**src/include/scs_pkg.sv**
```systemverilog
package scs_pkg;
  localparam int RES_W = 16;
  localparam logic [15:0] CODE_ZERO = 16'h0000;
  localparam logic [15:0] CODE_MID = 16'h8000;
  localparam logic [15:0] CODE_FULL = 16'hFFFF;
  localparam logic [4:0] STEP_LAST = 5'h0F;
  localparam int FIFO_DEPTH = 8;
  localparam int FIFO_W = 17;
  localparam logic SPAN_RESET = 1'b0;
  localparam logic OVF_N_RESET = 1'b1;
  localparam logic [4:0] STEP_RESET = 5'h00;
endpackage : scs_pkg

```
**src/design/scs_sequencer.sv**
```systemverilog
// What this block does
// - start rise ends acquisition, begins conversion
// - sixteen step search, msb first
// - done presents code and busy indication
// - conversion timed by own clock only
// - straight binary result coding
// - over range clips to all ones
// - under range clips to all zeros
// - compression setting held and driven out on span_enable_o, codes not remapped here
// - clamp engagement sets overvoltage flag
// - flag readable in config and status
// - flag active low
// - sticky, cleared by read when clear
// - compression off after reset
`timescale 1ns/1ns

module scs_fifo #(
  parameter int WIDTH = 17,
  parameter int DEPTH = 8
) (
  input wire logic clock_i,
  input wire logic arst_n_i,
  // fill side
  input wire logic in_valid_i,
  output logic in_ready_o,
  input wire logic [WIDTH-1:0] in_data_i,
  // drain side
  output logic out_valid_o,
  input wire logic out_ready_i,
  output logic [WIDTH-1:0] out_data_o
);
  localparam int AW = $clog2(DEPTH);
  localparam logic [AW:0] PTR_STEP = {{AW{1'b0}}, 1'b1};
  typedef struct packed {
    logic [DEPTH-1:0][WIDTH-1:0] mem;
    logic [AW:0] wr_ptr;
    logic [AW:0] rd_ptr;
  } scs_fifo_s;
  scs_fifo_s cur;
  scs_fifo_s next_cur;
  logic full;
  logic empty;
  // one spare pointer bit tells full from empty, so every slot is usable
  assign full = (cur.wr_ptr[AW] != cur.rd_ptr[AW]) &&
                (cur.wr_ptr[AW-1:0] == cur.rd_ptr[AW-1:0]);
  assign empty = cur.wr_ptr == cur.rd_ptr;
  assign in_ready_o = !full;
  assign out_valid_o = !empty;
  // head slot read straight out, so a pushed word shows one edge later
  assign out_data_o = cur.mem[cur.rd_ptr[AW-1:0]];
  always_comb begin
    next_cur = cur;
    if (in_valid_i && !full) begin
      next_cur.mem[cur.wr_ptr[AW-1:0]] = in_data_i;
      next_cur.wr_ptr = cur.wr_ptr + PTR_STEP;
    end
    if (out_ready_i && !empty) begin
      next_cur.rd_ptr = cur.rd_ptr + PTR_STEP;
    end
  end
  always_ff @(posedge clock_i or negedge arst_n_i) begin
    if (!arst_n_i) begin
      cur <= '0;
    end else begin
      cur <= next_cur;
    end
  end
endmodule : scs_fifo

module scs_sequencer (
  // clock and reset
  input wire logic clock_i,
  input wire logic arst_n_i,
  // conversion control from host
  input wire logic conversion_start_i,
  // analog front end
  input wire logic comparator_high_i,
  input wire logic over_range_i,
  input wire logic under_range_i,
  input wire logic clamp_active_i,
  output logic positive_array_ground_switch_o,
  output logic negative_array_ground_switch_o,
  output logic [scs_pkg::RES_W-1:0] dac_trial_o,
  // configuration access
  input wire logic span_write_i,
  input wire logic span_value_i,
  input wire logic config_read_i,
  output logic span_enable_o,
  output logic overvoltage_flag_n_o,
  // result stream
  output logic busy_o,
  output logic result_valid_o,
  input wire logic result_ready_i,
  output logic [scs_pkg::RES_W-1:0] result_code_o,
  output logic result_ov_n_o,
  output logic overflow_o
);
  import scs_pkg::*;

  typedef enum logic [1:0] {ST_ACQ, ST_OPEN, ST_SEARCH, ST_DONE} scs_state_e;

  typedef struct packed {
    scs_state_e st;
    logic [2:0] cnv_sync;
    logic [1:0] clamp_sync;
    logic [2:0] over_sync;
    logic [2:0] under_sync;
    logic [4:0] step;
    logic [15:0] trial;
    logic [15:0] code;
    logic span;
    logic ovf_n;
    logic lost;
  } scs_state_s;

  scs_state_s cur;
  scs_state_s next_cur;
  logic fifo_in_ready;
  logic fifo_push;
  logic [FIFO_W-1:0] fifo_out;
  logic cnv_rise;
  logic cmp_q;
  logic [15:0] bit_mask;

  function automatic logic [15:0] step_mask(input logic [4:0] s);
    step_mask = 16'h8000 >> s[3:0];
  endfunction : step_mask

  assign cnv_rise = cur.cnv_sync[1] && !cur.cnv_sync[2];
  // latched comparator strobed by this clock: read directly, since a
  // synchroniser would hand back the answer for a trial two steps old
  assign cmp_q = comparator_high_i;
  assign bit_mask = step_mask(cur.step);
  assign fifo_push = cur.st == ST_DONE;

  always_comb begin
    next_cur = cur;
    next_cur.cnv_sync = {cur.cnv_sync[1:0], conversion_start_i};
    next_cur.clamp_sync = {cur.clamp_sync[0], clamp_active_i};
    next_cur.over_sync = {cur.over_sync[1:0], over_range_i};
    next_cur.under_sync = {cur.under_sync[1:0], under_range_i};
    // range detect is relative to the active window chosen by span
    if (span_write_i) begin
      next_cur.span = span_value_i;
    end
    // read clears only when the clamp is off; set wins otherwise
    if (config_read_i && !cur.clamp_sync[1]) begin
      next_cur.ovf_n = 1'b1;
    end
    if (cur.clamp_sync[1]) begin
      next_cur.ovf_n = 1'b0;
    end
    unique case (cur.st)
      ST_ACQ: begin
        if (cnv_rise) begin
          next_cur.st = ST_OPEN;
          next_cur.trial = CODE_MID;
          next_cur.step = STEP_RESET;
        end
      end
      ST_OPEN: begin
        next_cur.st = ST_SEARCH;
      end
      ST_SEARCH: begin
        // comparator high means trial above input: drop the bit
        if (cmp_q) begin
          next_cur.trial = cur.trial & ~bit_mask;
        end
        if (cur.step < STEP_LAST) begin
          next_cur.trial = next_cur.trial | step_mask(cur.step + 5'h01);
          next_cur.step = cur.step + 5'h01;
        end else begin
          next_cur.st = ST_DONE;
          // clip, mapping is in the analog range flags for span mode
          if (cur.over_sync[2]) begin
            next_cur.code = CODE_FULL;
          end else if (cur.under_sync[2]) begin
            next_cur.code = CODE_ZERO;
          end else begin
            next_cur.code = next_cur.trial;
          end
        end
      end
      ST_DONE: begin
        next_cur.st = ST_ACQ;
        // a full buffer drops this code; overflow holds until reset
        next_cur.lost = cur.lost | !fifo_in_ready;
      end
    endcase
  end

  always_ff @(posedge clock_i or negedge arst_n_i) begin
    if (!arst_n_i) begin
      cur <= '{st: ST_ACQ, cnv_sync: 3'h0, clamp_sync: 2'h0,
               over_sync: 3'h0, under_sync: 3'h0,
               step: STEP_RESET, trial: CODE_MID, code: CODE_ZERO,
               span: SPAN_RESET, ovf_n: OVF_N_RESET, lost: 1'b0};
    end else begin
      cur <= next_cur;
    end
  end

  scs_fifo #(
    .WIDTH(FIFO_W),
    .DEPTH(FIFO_DEPTH)
  ) u_fifo (
    .clock_i(clock_i),
    .arst_n_i(arst_n_i),
    .in_valid_i(fifo_push),
    .in_ready_o(fifo_in_ready),
    .in_data_i({cur.ovf_n, cur.code}),
    .out_valid_o(result_valid_o),
    .out_ready_i(result_ready_i),
    .out_data_o(fifo_out)
  );

  assign result_code_o = fifo_out[15:0];
  assign result_ov_n_o = fifo_out[16];
  assign overvoltage_flag_n_o = cur.ovf_n;
  assign span_enable_o = cur.span;
  // busy falls on the same edge that writes the code into the buffer
  assign busy_o = cur.st != ST_ACQ;
  assign dac_trial_o = cur.trial;
  // both switches open on the first conversion cycle, before any trial
  assign positive_array_ground_switch_o = cur.st == ST_ACQ;
  assign negative_array_ground_switch_o = cur.st == ST_ACQ;
  assign overflow_o = cur.lost;

  chk_busy_on_start: assert property (@(posedge clock_i)
    disable iff (!arst_n_i) cnv_rise && cur.st == ST_ACQ |=> busy_o)
    else $error("busy not raised after start");
  chk_search_length: assert property (@(posedge clock_i)
    disable iff (!arst_n_i) $rose(busy_o) |-> ##17 cur.st == ST_DONE)
    else $error("search not sixteen steps");
  chk_busy_drop: assert property (@(posedge clock_i)
    disable iff (!arst_n_i) cur.st == ST_DONE |=> !busy_o)
    else $error("busy did not drop after done");
  chk_code_push: assert property (@(posedge clock_i)
    disable iff (!arst_n_i) cur.st == ST_DONE && fifo_in_ready
      |=> result_valid_o)
    else $error("finished code not offered");
  chk_over_clip: assert property (@(posedge clock_i)
    disable iff (!arst_n_i) cur.st == ST_SEARCH && cur.step == STEP_LAST
      && cur.over_sync[2] |=> cur.code == CODE_FULL)
    else $error("over range not clipped");
  chk_under_clip: assert property (@(posedge clock_i)
    disable iff (!arst_n_i) cur.st == ST_SEARCH && cur.step == STEP_LAST
      && !cur.over_sync[2] && cur.under_sync[2] |=> cur.code == CODE_ZERO)
    else $error("under range not clipped");
  chk_flag_set: assert property (@(posedge clock_i)
    disable iff (!arst_n_i) cur.clamp_sync[1] |=> !overvoltage_flag_n_o)
    else $error("clamp did not set flag");
  chk_flag_sticky: assert property (@(posedge clock_i)
    disable iff (!arst_n_i) !overvoltage_flag_n_o && !config_read_i
      |=> !overvoltage_flag_n_o)
    else $error("flag cleared without read");
  chk_span_write: assert property (@(posedge clock_i)
    disable iff (!arst_n_i) !span_write_i |=> $stable(span_enable_o))
    else $error("span changed without write");

  chk_span_load: assert property (@(posedge clock_i)
    disable iff (!arst_n_i) span_write_i |=> span_enable_o == $past(span_value_i))
    else $error("span write not loaded");
  chk_switch_open: assert property (@(posedge clock_i)
    disable iff (!arst_n_i) busy_o |-> !positive_array_ground_switch_o
      && !negative_array_ground_switch_o)
    else $error("array switches closed while busy");
  chk_switch_closed: assert property (@(posedge clock_i)
    disable iff (!arst_n_i) !busy_o |-> positive_array_ground_switch_o
      && negative_array_ground_switch_o)
    else $error("array switches open while acquiring");
  chk_msb_trial: assert property (@(posedge clock_i)
    disable iff (!arst_n_i) cnv_rise && cur.st == ST_ACQ
      |=> dac_trial_o == CODE_MID)
    else $error("search did not start at msb");
  chk_step_advance: assert property (@(posedge clock_i)
    disable iff (!arst_n_i) cur.st == ST_SEARCH && cur.step < STEP_LAST
      |=> cur.st == ST_SEARCH && cur.step == $past(cur.step) + 5'h01)
    else $error("search step did not advance by one");
  chk_bit_drop: assert property (@(posedge clock_i)
    disable iff (!arst_n_i) cur.st == ST_SEARCH && cmp_q
      |=> (dac_trial_o & $past(bit_mask)) == CODE_ZERO)
    else $error("trial bit kept above input");
  chk_bit_keep: assert property (@(posedge clock_i)
    disable iff (!arst_n_i) cur.st == ST_SEARCH && !cmp_q
      |=> (dac_trial_o & $past(bit_mask)) == $past(bit_mask))
    else $error("trial bit dropped below input");
  chk_busy_hold: assert property (@(posedge clock_i)
    disable iff (!arst_n_i) busy_o && cur.st != ST_DONE |=> busy_o)
    else $error("busy fell before done");
  chk_code_hold: assert property (@(posedge clock_i)
    disable iff (!arst_n_i) cur.st != ST_SEARCH |=> $stable(cur.code))
    else $error("code changed outside search");
  chk_result_hold: assert property (@(posedge clock_i)
    disable iff (!arst_n_i) result_valid_o && !result_ready_i
      |=> result_valid_o && $stable(result_code_o))
    else $error("offered result not held");
  chk_flag_clear: assert property (@(posedge clock_i)
    disable iff (!arst_n_i) config_read_i && !cur.clamp_sync[1]
      |=> overvoltage_flag_n_o)
    else $error("read with clamp off did not clear flag");
  chk_status_flag: assert property (@(posedge clock_i)
    disable iff (!arst_n_i) cur.st == ST_DONE && !result_valid_o
      |=> result_ov_n_o == $past(overvoltage_flag_n_o))
    else $error("status flag not paired with code");
endmodule : scs_sequencer

```
**config.mk**
```make
export PLATFORM = sky130hd
export DESIGN_NAME = scs_sequencer
export DESIGN_NICKNAME = d
export VERILOG_FILES = /design/src/include/scs_pkg.sv /design/src/design/scs_sequencer.sv
export SDC_FILE = /design/constraint.sdc
export NUM_CORES = 1
export LEC_CHECK = 0
export ABC_CLOCK_PERIOD_IN_PS = 2100
export BUFFER_PORTS_ARGS = -buffer_cell sky130_fd_sc_hd__buf_2
export CELL_PAD_IN_SITES_DETAIL_PLACEMENT = 0
export CELL_PAD_IN_SITES_GLOBAL_PLACEMENT = 2
export CORE_AREA = 2 2 215 175
export DETAILED_ROUTE_END_ITERATION = 10
export DIE_AREA = 0 0 217 177
export GPL_TIMING_DRIVEN = 0
export PLACE_DENSITY = 0.49
export SYNTH_ARGS = -nofsm -noshare
export SYNTH_HDL_FRONTEND = slang
export SYNTH_SLANG_ARGS = --single-unit
```
**constraint.sdc**
```tcl
create_clock -name clock_i -period 2.1 [get_ports clock_i]
set_clock_uncertainty 0.15 [all_clocks]
set_input_delay 0.105 -clock clock_i [delete_from_list [all_inputs] [get_ports clock_i]]
set_output_delay 0.105 -clock clock_i [all_outputs]
set_load 0.01 [all_outputs]
```
* After elaboration in Yosys (flattened, before gate mapping)
Index checks and enable logic that the tools add are counted.
Word-level totals: word-level logic and storage cells 79, register bits after elaboration 197, output and inout bits 40
Cells by class: add/sub/neg operators 3, equality and inequality tests 9, multiplexer cells 17, bitwise gates (word level) 5, reductions and logical operators 18, shift operators 2, order comparisons 4
Operators with widths (count):
- bitwise mux 136 bit | 1
- two-way mux 16 bit | 4
- binary-select mux 17 bit (select 3 bit) | 1
- demux 17 bit (select 3 bit) | 1
- two-way mux 21 bit | 2
- one-hot mux 21 bit (2 select lines) | 1
- two-way mux 17 bit | 2
- >> shifter 16 x 4 -> 16 bit, first input constant | 2
- bitwise AND 16 bit | 1
- NOT 16 bit | 1
- bitwise OR 16 bit | 1
- adder 4 x 1 -> 4 bit, second input constant | 2
- less-than comparator 3 x 4 -> 1 bit, second input constant | 2
- one-hot mux 2 bit (4 select lines) | 1
- logical AND 1 bit | 6
- AND reduction 2 bit | 3
- nonzero test 2 bit | 3
- adder 5 x 1 -> 5 bit, second input constant | 1
- less-than comparator 5 x 4 -> 1 bit, second input constant | 1
- equality test 2 bit, second input constant | 2
- equality test 4 bit | 1
- zero test 1 bit | 4
- two-way mux 2 bit | 2
- inequality test 2 bit, second input constant | 2
- other kinds (10) | 11

* Depth between registers and ports, before layout
depth after elaboration 8, mapped depth 7

* Hierarchy
From an unflattened synthesis, not the netlist that was laid out.
Unflattened totals: cell total of the unflattened synthesis 661, area, all modules 9385.3 sq um
Modules (own cells, without submodules):
- scs_fifo | cells each 393, seq. area each 3603.5 sq um, area each 6681.4 sq um, instances 1
- scs_sequencer | cells each 268, seq. area each 1328.8 sq um, area each 2703.8 sq um, instances 1

* Worst setup path after synthesis
Ideal clock, no wire load.
path type register -> register, start point register u_fifo.cur[5] (netlist bit), end point register u_fifo.cur[48] (netlist bit), cell stages (with the launch flop) 8, data arrival time 1.958 ns, library setup time 0.125 ns, period minus slack after synthesis 2.233 ns, path buffers 3, setup slack -0.133 ns, cell sequence dfrtp_1 buf_4 xor2_2 nor4_4 or4_1 buf_2 buf_6 mux2_4
On the way: word-level cells in the longest chain between the ends 5, elaborated cells between the ends (all ways) 10, those cells by class 2 x order compare; 1 x eq/ne; 3 x mux; 4 x reduce/logical
Ends and longest elaborated chain:
- start, declared | RTL line scs_sequencer.sv:39 | scs_fifo_s cur;
- start signal, assigned | RTL line scs_sequencer.sv:65 | cur <= next_cur;
- less-than comparator 3 x 4 -> 1 bit (not written as such) or greater-or-equal comparator 3 x 1 -> 1 bit (tied branches) | RTL line scs_sequencer.sv:54 | next_cur.mem[cur.wr_ptr[AW-1:0]] = in_data_i;
- logical AND 1 bit (not written as such) | RTL line scs_sequencer.sv:54
- two-way mux 17 bit (not written as such) | RTL line scs_sequencer.sv:54
- demux 17 bit (select 3 bit)
- bitwise mux 136 bit | RTL line scs_sequencer.sv:54
Several ways; a longest one is shown, not always the timed one. A chain may end at the register's enable or synchronous reset.

* Final worst setup path
start point register u_fifo.cur[0] (netlist bit), end point register u_fifo.cur[71] (netlist bit)
On the way: word-level cells in the longest chain between the ends 4
Ends and longest elaborated chain:
- equality test 3 bit | RTL line scs_sequencer.sv:45 | (cur.wr_ptr[AW-1:0] == cur.rd_ptr[AW-1:0]);
- logical AND 1 bit | RTL line scs_sequencer.sv:44 | assign full = (cur.wr_ptr[AW] != cur.rd_ptr[AW]) &&
- zero test 1 bit
- logical AND 1 bit | RTL line scs_sequencer.sv:53 | if (in_valid_i && !full) begin
Every way passes these cells.

==> run_results.csv <==
group,metric,value,unit
place,post-dp-hpwl,17210,um
finish,fillers,3611,
die,fp.dieW,217,um
critical_path,reg2reg_depth,10,
logic_synthesis,yosysMostFrequentCell,"dfrtp_1",
clock_network,cts_buffers,17,
logic_synthesis,synthTopCellsByArea,"dfrtp_1 52%, mux2_2 17%, mux4_2 8.2%, mux2_4 3.2%, o21ai_0 1.8%",
finish,diodes,0,
global_route,grt_antenna_before_repair,0,
clock_network,clock_latency,0.46,ns
sta,finalCriticalPeriod,2.393,ns
logic_synthesis,syn_nets,687,
die,rows,63,
logic_synthesis,ys_ff_latch,197,
pwr,p_sw_frac,0.3310,
routing,wirelength,26010,um
pwr,power_density,1554,nW/um2
finish,drive_gt1_frac,0.5000,
logic_synthesis,yosysWarnings,0,
logic_synthesis,synthCells,666,
routing,firstDrtPassIters,4,
logic_synthesis,synth_edf_count,0,
die,ios,51,
routing,viasPerCell,4.629,
critical_path,regToRegEndpoint,"u_fifo.cur[71]",
critical_path,cp.arrival,2.58,ns
sta,fin_ws,-0.2928,ns
place,portBuffers,49,
sta,final.period_utilization,1.139,
clock_network,h-tree-depth,4,
clock_network,clockBufferDepth,2,
die,core,36420,um2
pwr,seq_power_share,0.335,
critical_path,r2r_start,"u_fifo.cur[0]",
sta,finalHoldViolations,0,
sta,rsz0062_at_grt,"true",
routing,vias,5902,
global_route,grt_pass1_vias,6376,
logic_synthesis,ys_seq_area_frac,0.5298,
pwr,switching_power,6163,uW
sta,drv_slew,0,
run_status,status,"finished with violations",
clock_network,cts.sinks,197,
logic_synthesis,synthFlopType,"dfrtp_1",
critical_path,cp-endpoint,"u_fifo.cur[71]",
finish,area_growth,28.72,%
logic_synthesis,avgSynthCellArea,13.98,um2
clock_network,cts_tree,"yes",
sta,fmax,417.9,MHz
critical_path,cp-start-kind,"flip-flop",
sta,relSlewSlack,0.5699,
critical_path,crit_type,"flip-flop to flip-flop",
place,place_ws,-0.8924,ns
critical_path,crit_fanout,7,
clock_network,cts.clk_slew.worst_paths,0.07,ns
logic_synthesis,synth_area,9309,um2
logic_synthesis,async_flop_share,1.000,
global_route,grt_usage,0.1410,
critical_path,r2r_slack,-0.29,ns
hold_path,hp-class,"primary input to asynchronous set/reset pin",
global_route,grt_overflow,0,
logic_synthesis,synth_top_area_frac,0.5242,
run_status,violations,"setup timing",
clock_network,cts-root-buf,"clkbuf_16",
place,placed_cells,1204,
sta,worst_pin_slew,0.6368,ns
global_route,grt_max_degree,91,
routing,post-route-drc-count,0,
pwr,power_leakage,0.004963,uW
die,die-area,38410,um2
die,die_h,177,um
run,cap_violations,0,
finish,final_nets,796,
sta,setup_viol,147,
finish,stdcell_count,1275,
critical_path,critPathCaptureType,"flip-flop",
logic_synthesis,yosysTopAreaCell,"dfrtp_1",
pwr,comb_power_share,0.473,
critical_path,startpoint,"u_fifo.cur[0]",
routing,ant_nets,0,
place,gp_congestion,0.7236,
logic_synthesis,synth_common_cells,"195 x dfrtp_1, 139 x mux2_2, 36 x nand2_1",
die,initial_utilization,0.2556,
routing,drt_iter0_drc,324,
logic_synthesis,synthDistinctLibCells,55,
routing,avgRoutedWirePerCell,20.40,um
critical_path,required,2.29,ns
global_route,grt_pass1_wl,39840,um
pwr,internal_power,12460,uW
pwr,pwr-share-clk,0.192,
pwr,irDropWorstVdd,0.5565,mV
==> per-layer routing <==
metal / up-vias / part of all wire / wire length (um) / global-route usage
met5: - / 0 / 0 / 0
met4: 0 / 0.014 / 370 / 0.04595
met3: 23 / 0.033 / 853 / 0.02955
met2: 88 / 0.47 / 12110 / 0.2226
met1: 3141 / 0.49 / 12670 / 0.1933
li1: 2650 / - / - / -
==> final cells by class <==
class                   instances  area, um2  area share
flip-flops and latches        197       4940      0.4122
clock buffers                  17      425.4     0.03550
inverters                      11      41.29    0.003446
plain buffers                  52      554.3     0.04626
well taps                     487      609.3     0.05085
multi-input cells             405       4255      0.3551
clock inverters                15      198.9     0.01660
repair buffers                 91      958.4     0.07998
==> kinds of logic (layout without fill, tap and decap cells) <==
logic type	after synthesis	after routing	synth area share
flops	197	197	0.5298
xor+xnor	14	14	0.01478
mux	194	194	0.2837
simple gates	92	92	0.05121
compound gates	95	95	0.06788
buf+inv	64	186	0.03911
fa+ha+maj	10	10	0.01344
==> metrics by stage <==
stage	setup TNS, ns	power, uW	hold WS (ns)	instance area [um2]	util
after CTS	-27.53	17980	0.02300	11590	0.3184
after detailed placement	-85.78	13270	-0.1574	10280	0.2822
after floorplan	-0.8303	11010	-0.3406	9356	-
after global placement	-591.88	13010	0.06320	10210	0.2804
final	-20.81	18620	0.04872	11980	0.3290
after global routing	-31.41	19780	0.04570	11980	0.3290
==> critical path, stage by stage, from the launching register on <==
cell and delay (ns):
dfrtp_2 0.43, buf_4 0.15, buf_12 0.12, xor2_4 0.18
nor4_4 0.32, clkbuf_16 0.22, nor4b_4 0.04, buf_6 0.14
buf_12 0.12, buf_12 0.13, mux2_2 0.27
==> flip-flops by register name (all words and copies together) (netlist names) <==
| register | count |
|---|---|
| span_enable_o | 1 |
| dac_trial_o | 16 |
| overflow_o | 1 |
| cur | 34 |
| u_fifo.cur | 144 |
| overvoltage_flag_n_o | 1 |
==> power groups by stage <==
stage	registers (uW)	clock network, uW	logic [uW]
5_1_grt	6440	3850	9480
4_1_cts	6230	3690	8060
6_report	6240	3570	8800
3_5_place_dp	6260	0	7020
2_1_floorplan	5920	0	5090
3_3_place_gp	6120	0	6890
==> layout by cell type, fill, tap and decap left out, types with 5 or more instances in the layout <==
master,netlist,routed
a21oi_1,15,15
a22o_1,8,8
a31oi_1,5,5
buf_12,1,16
buf_2,14,31
buf_4,18,34
buf_6,3,27
buf_8,0,6
clkbuf_1,15,5
clkbuf_16,0,23
clkinv_2,0,5
dfrtp_1,195,189
dfrtp_2,0,6
dlygate4sd3_1,0,9
ha_1,10,6
inv_1,10,10
mux2_2,139,122
mux2_4,20,37
mux4_2,34,34
nand2_1,36,35
nand2b_1,7,7
nand3_1,8,8
nor2_1,19,19
o21a_1,5,5
o21ai_0,34,30
o21ba_2,7,7
o221ai_1,7,7
==> how the worst min path moves through the flow <==
stage	from	end	slack, ns	cells after the start
CTS	arst_n_i	overvoltage_flag_n_o	0.02	2
finish	arst_n_i	cur[47]	0.05	3
global placement	under_range_i	cur[40]	0.06	1
detailed placement	arst_n_i	cur[47]	-0.16	1
floorplan	arst_n_i	cur[10]	-0.34	0
global route	arst_n_i	overvoltage_flag_n_o	0.05	2
==> timing repair <==
action / in CTS / in global routing
pin swaps: 9 / 4
hold buffers: 10 / 0
gates cloned: 0 / 5
buffers inserted: 22 / 5
resized for setup: 103 / 58
endpoints found under the setup margin: 189 / 183
endpoints found under the hold margin: 131 / 0
No activity file was read; power rests on OpenSTA's default activity.
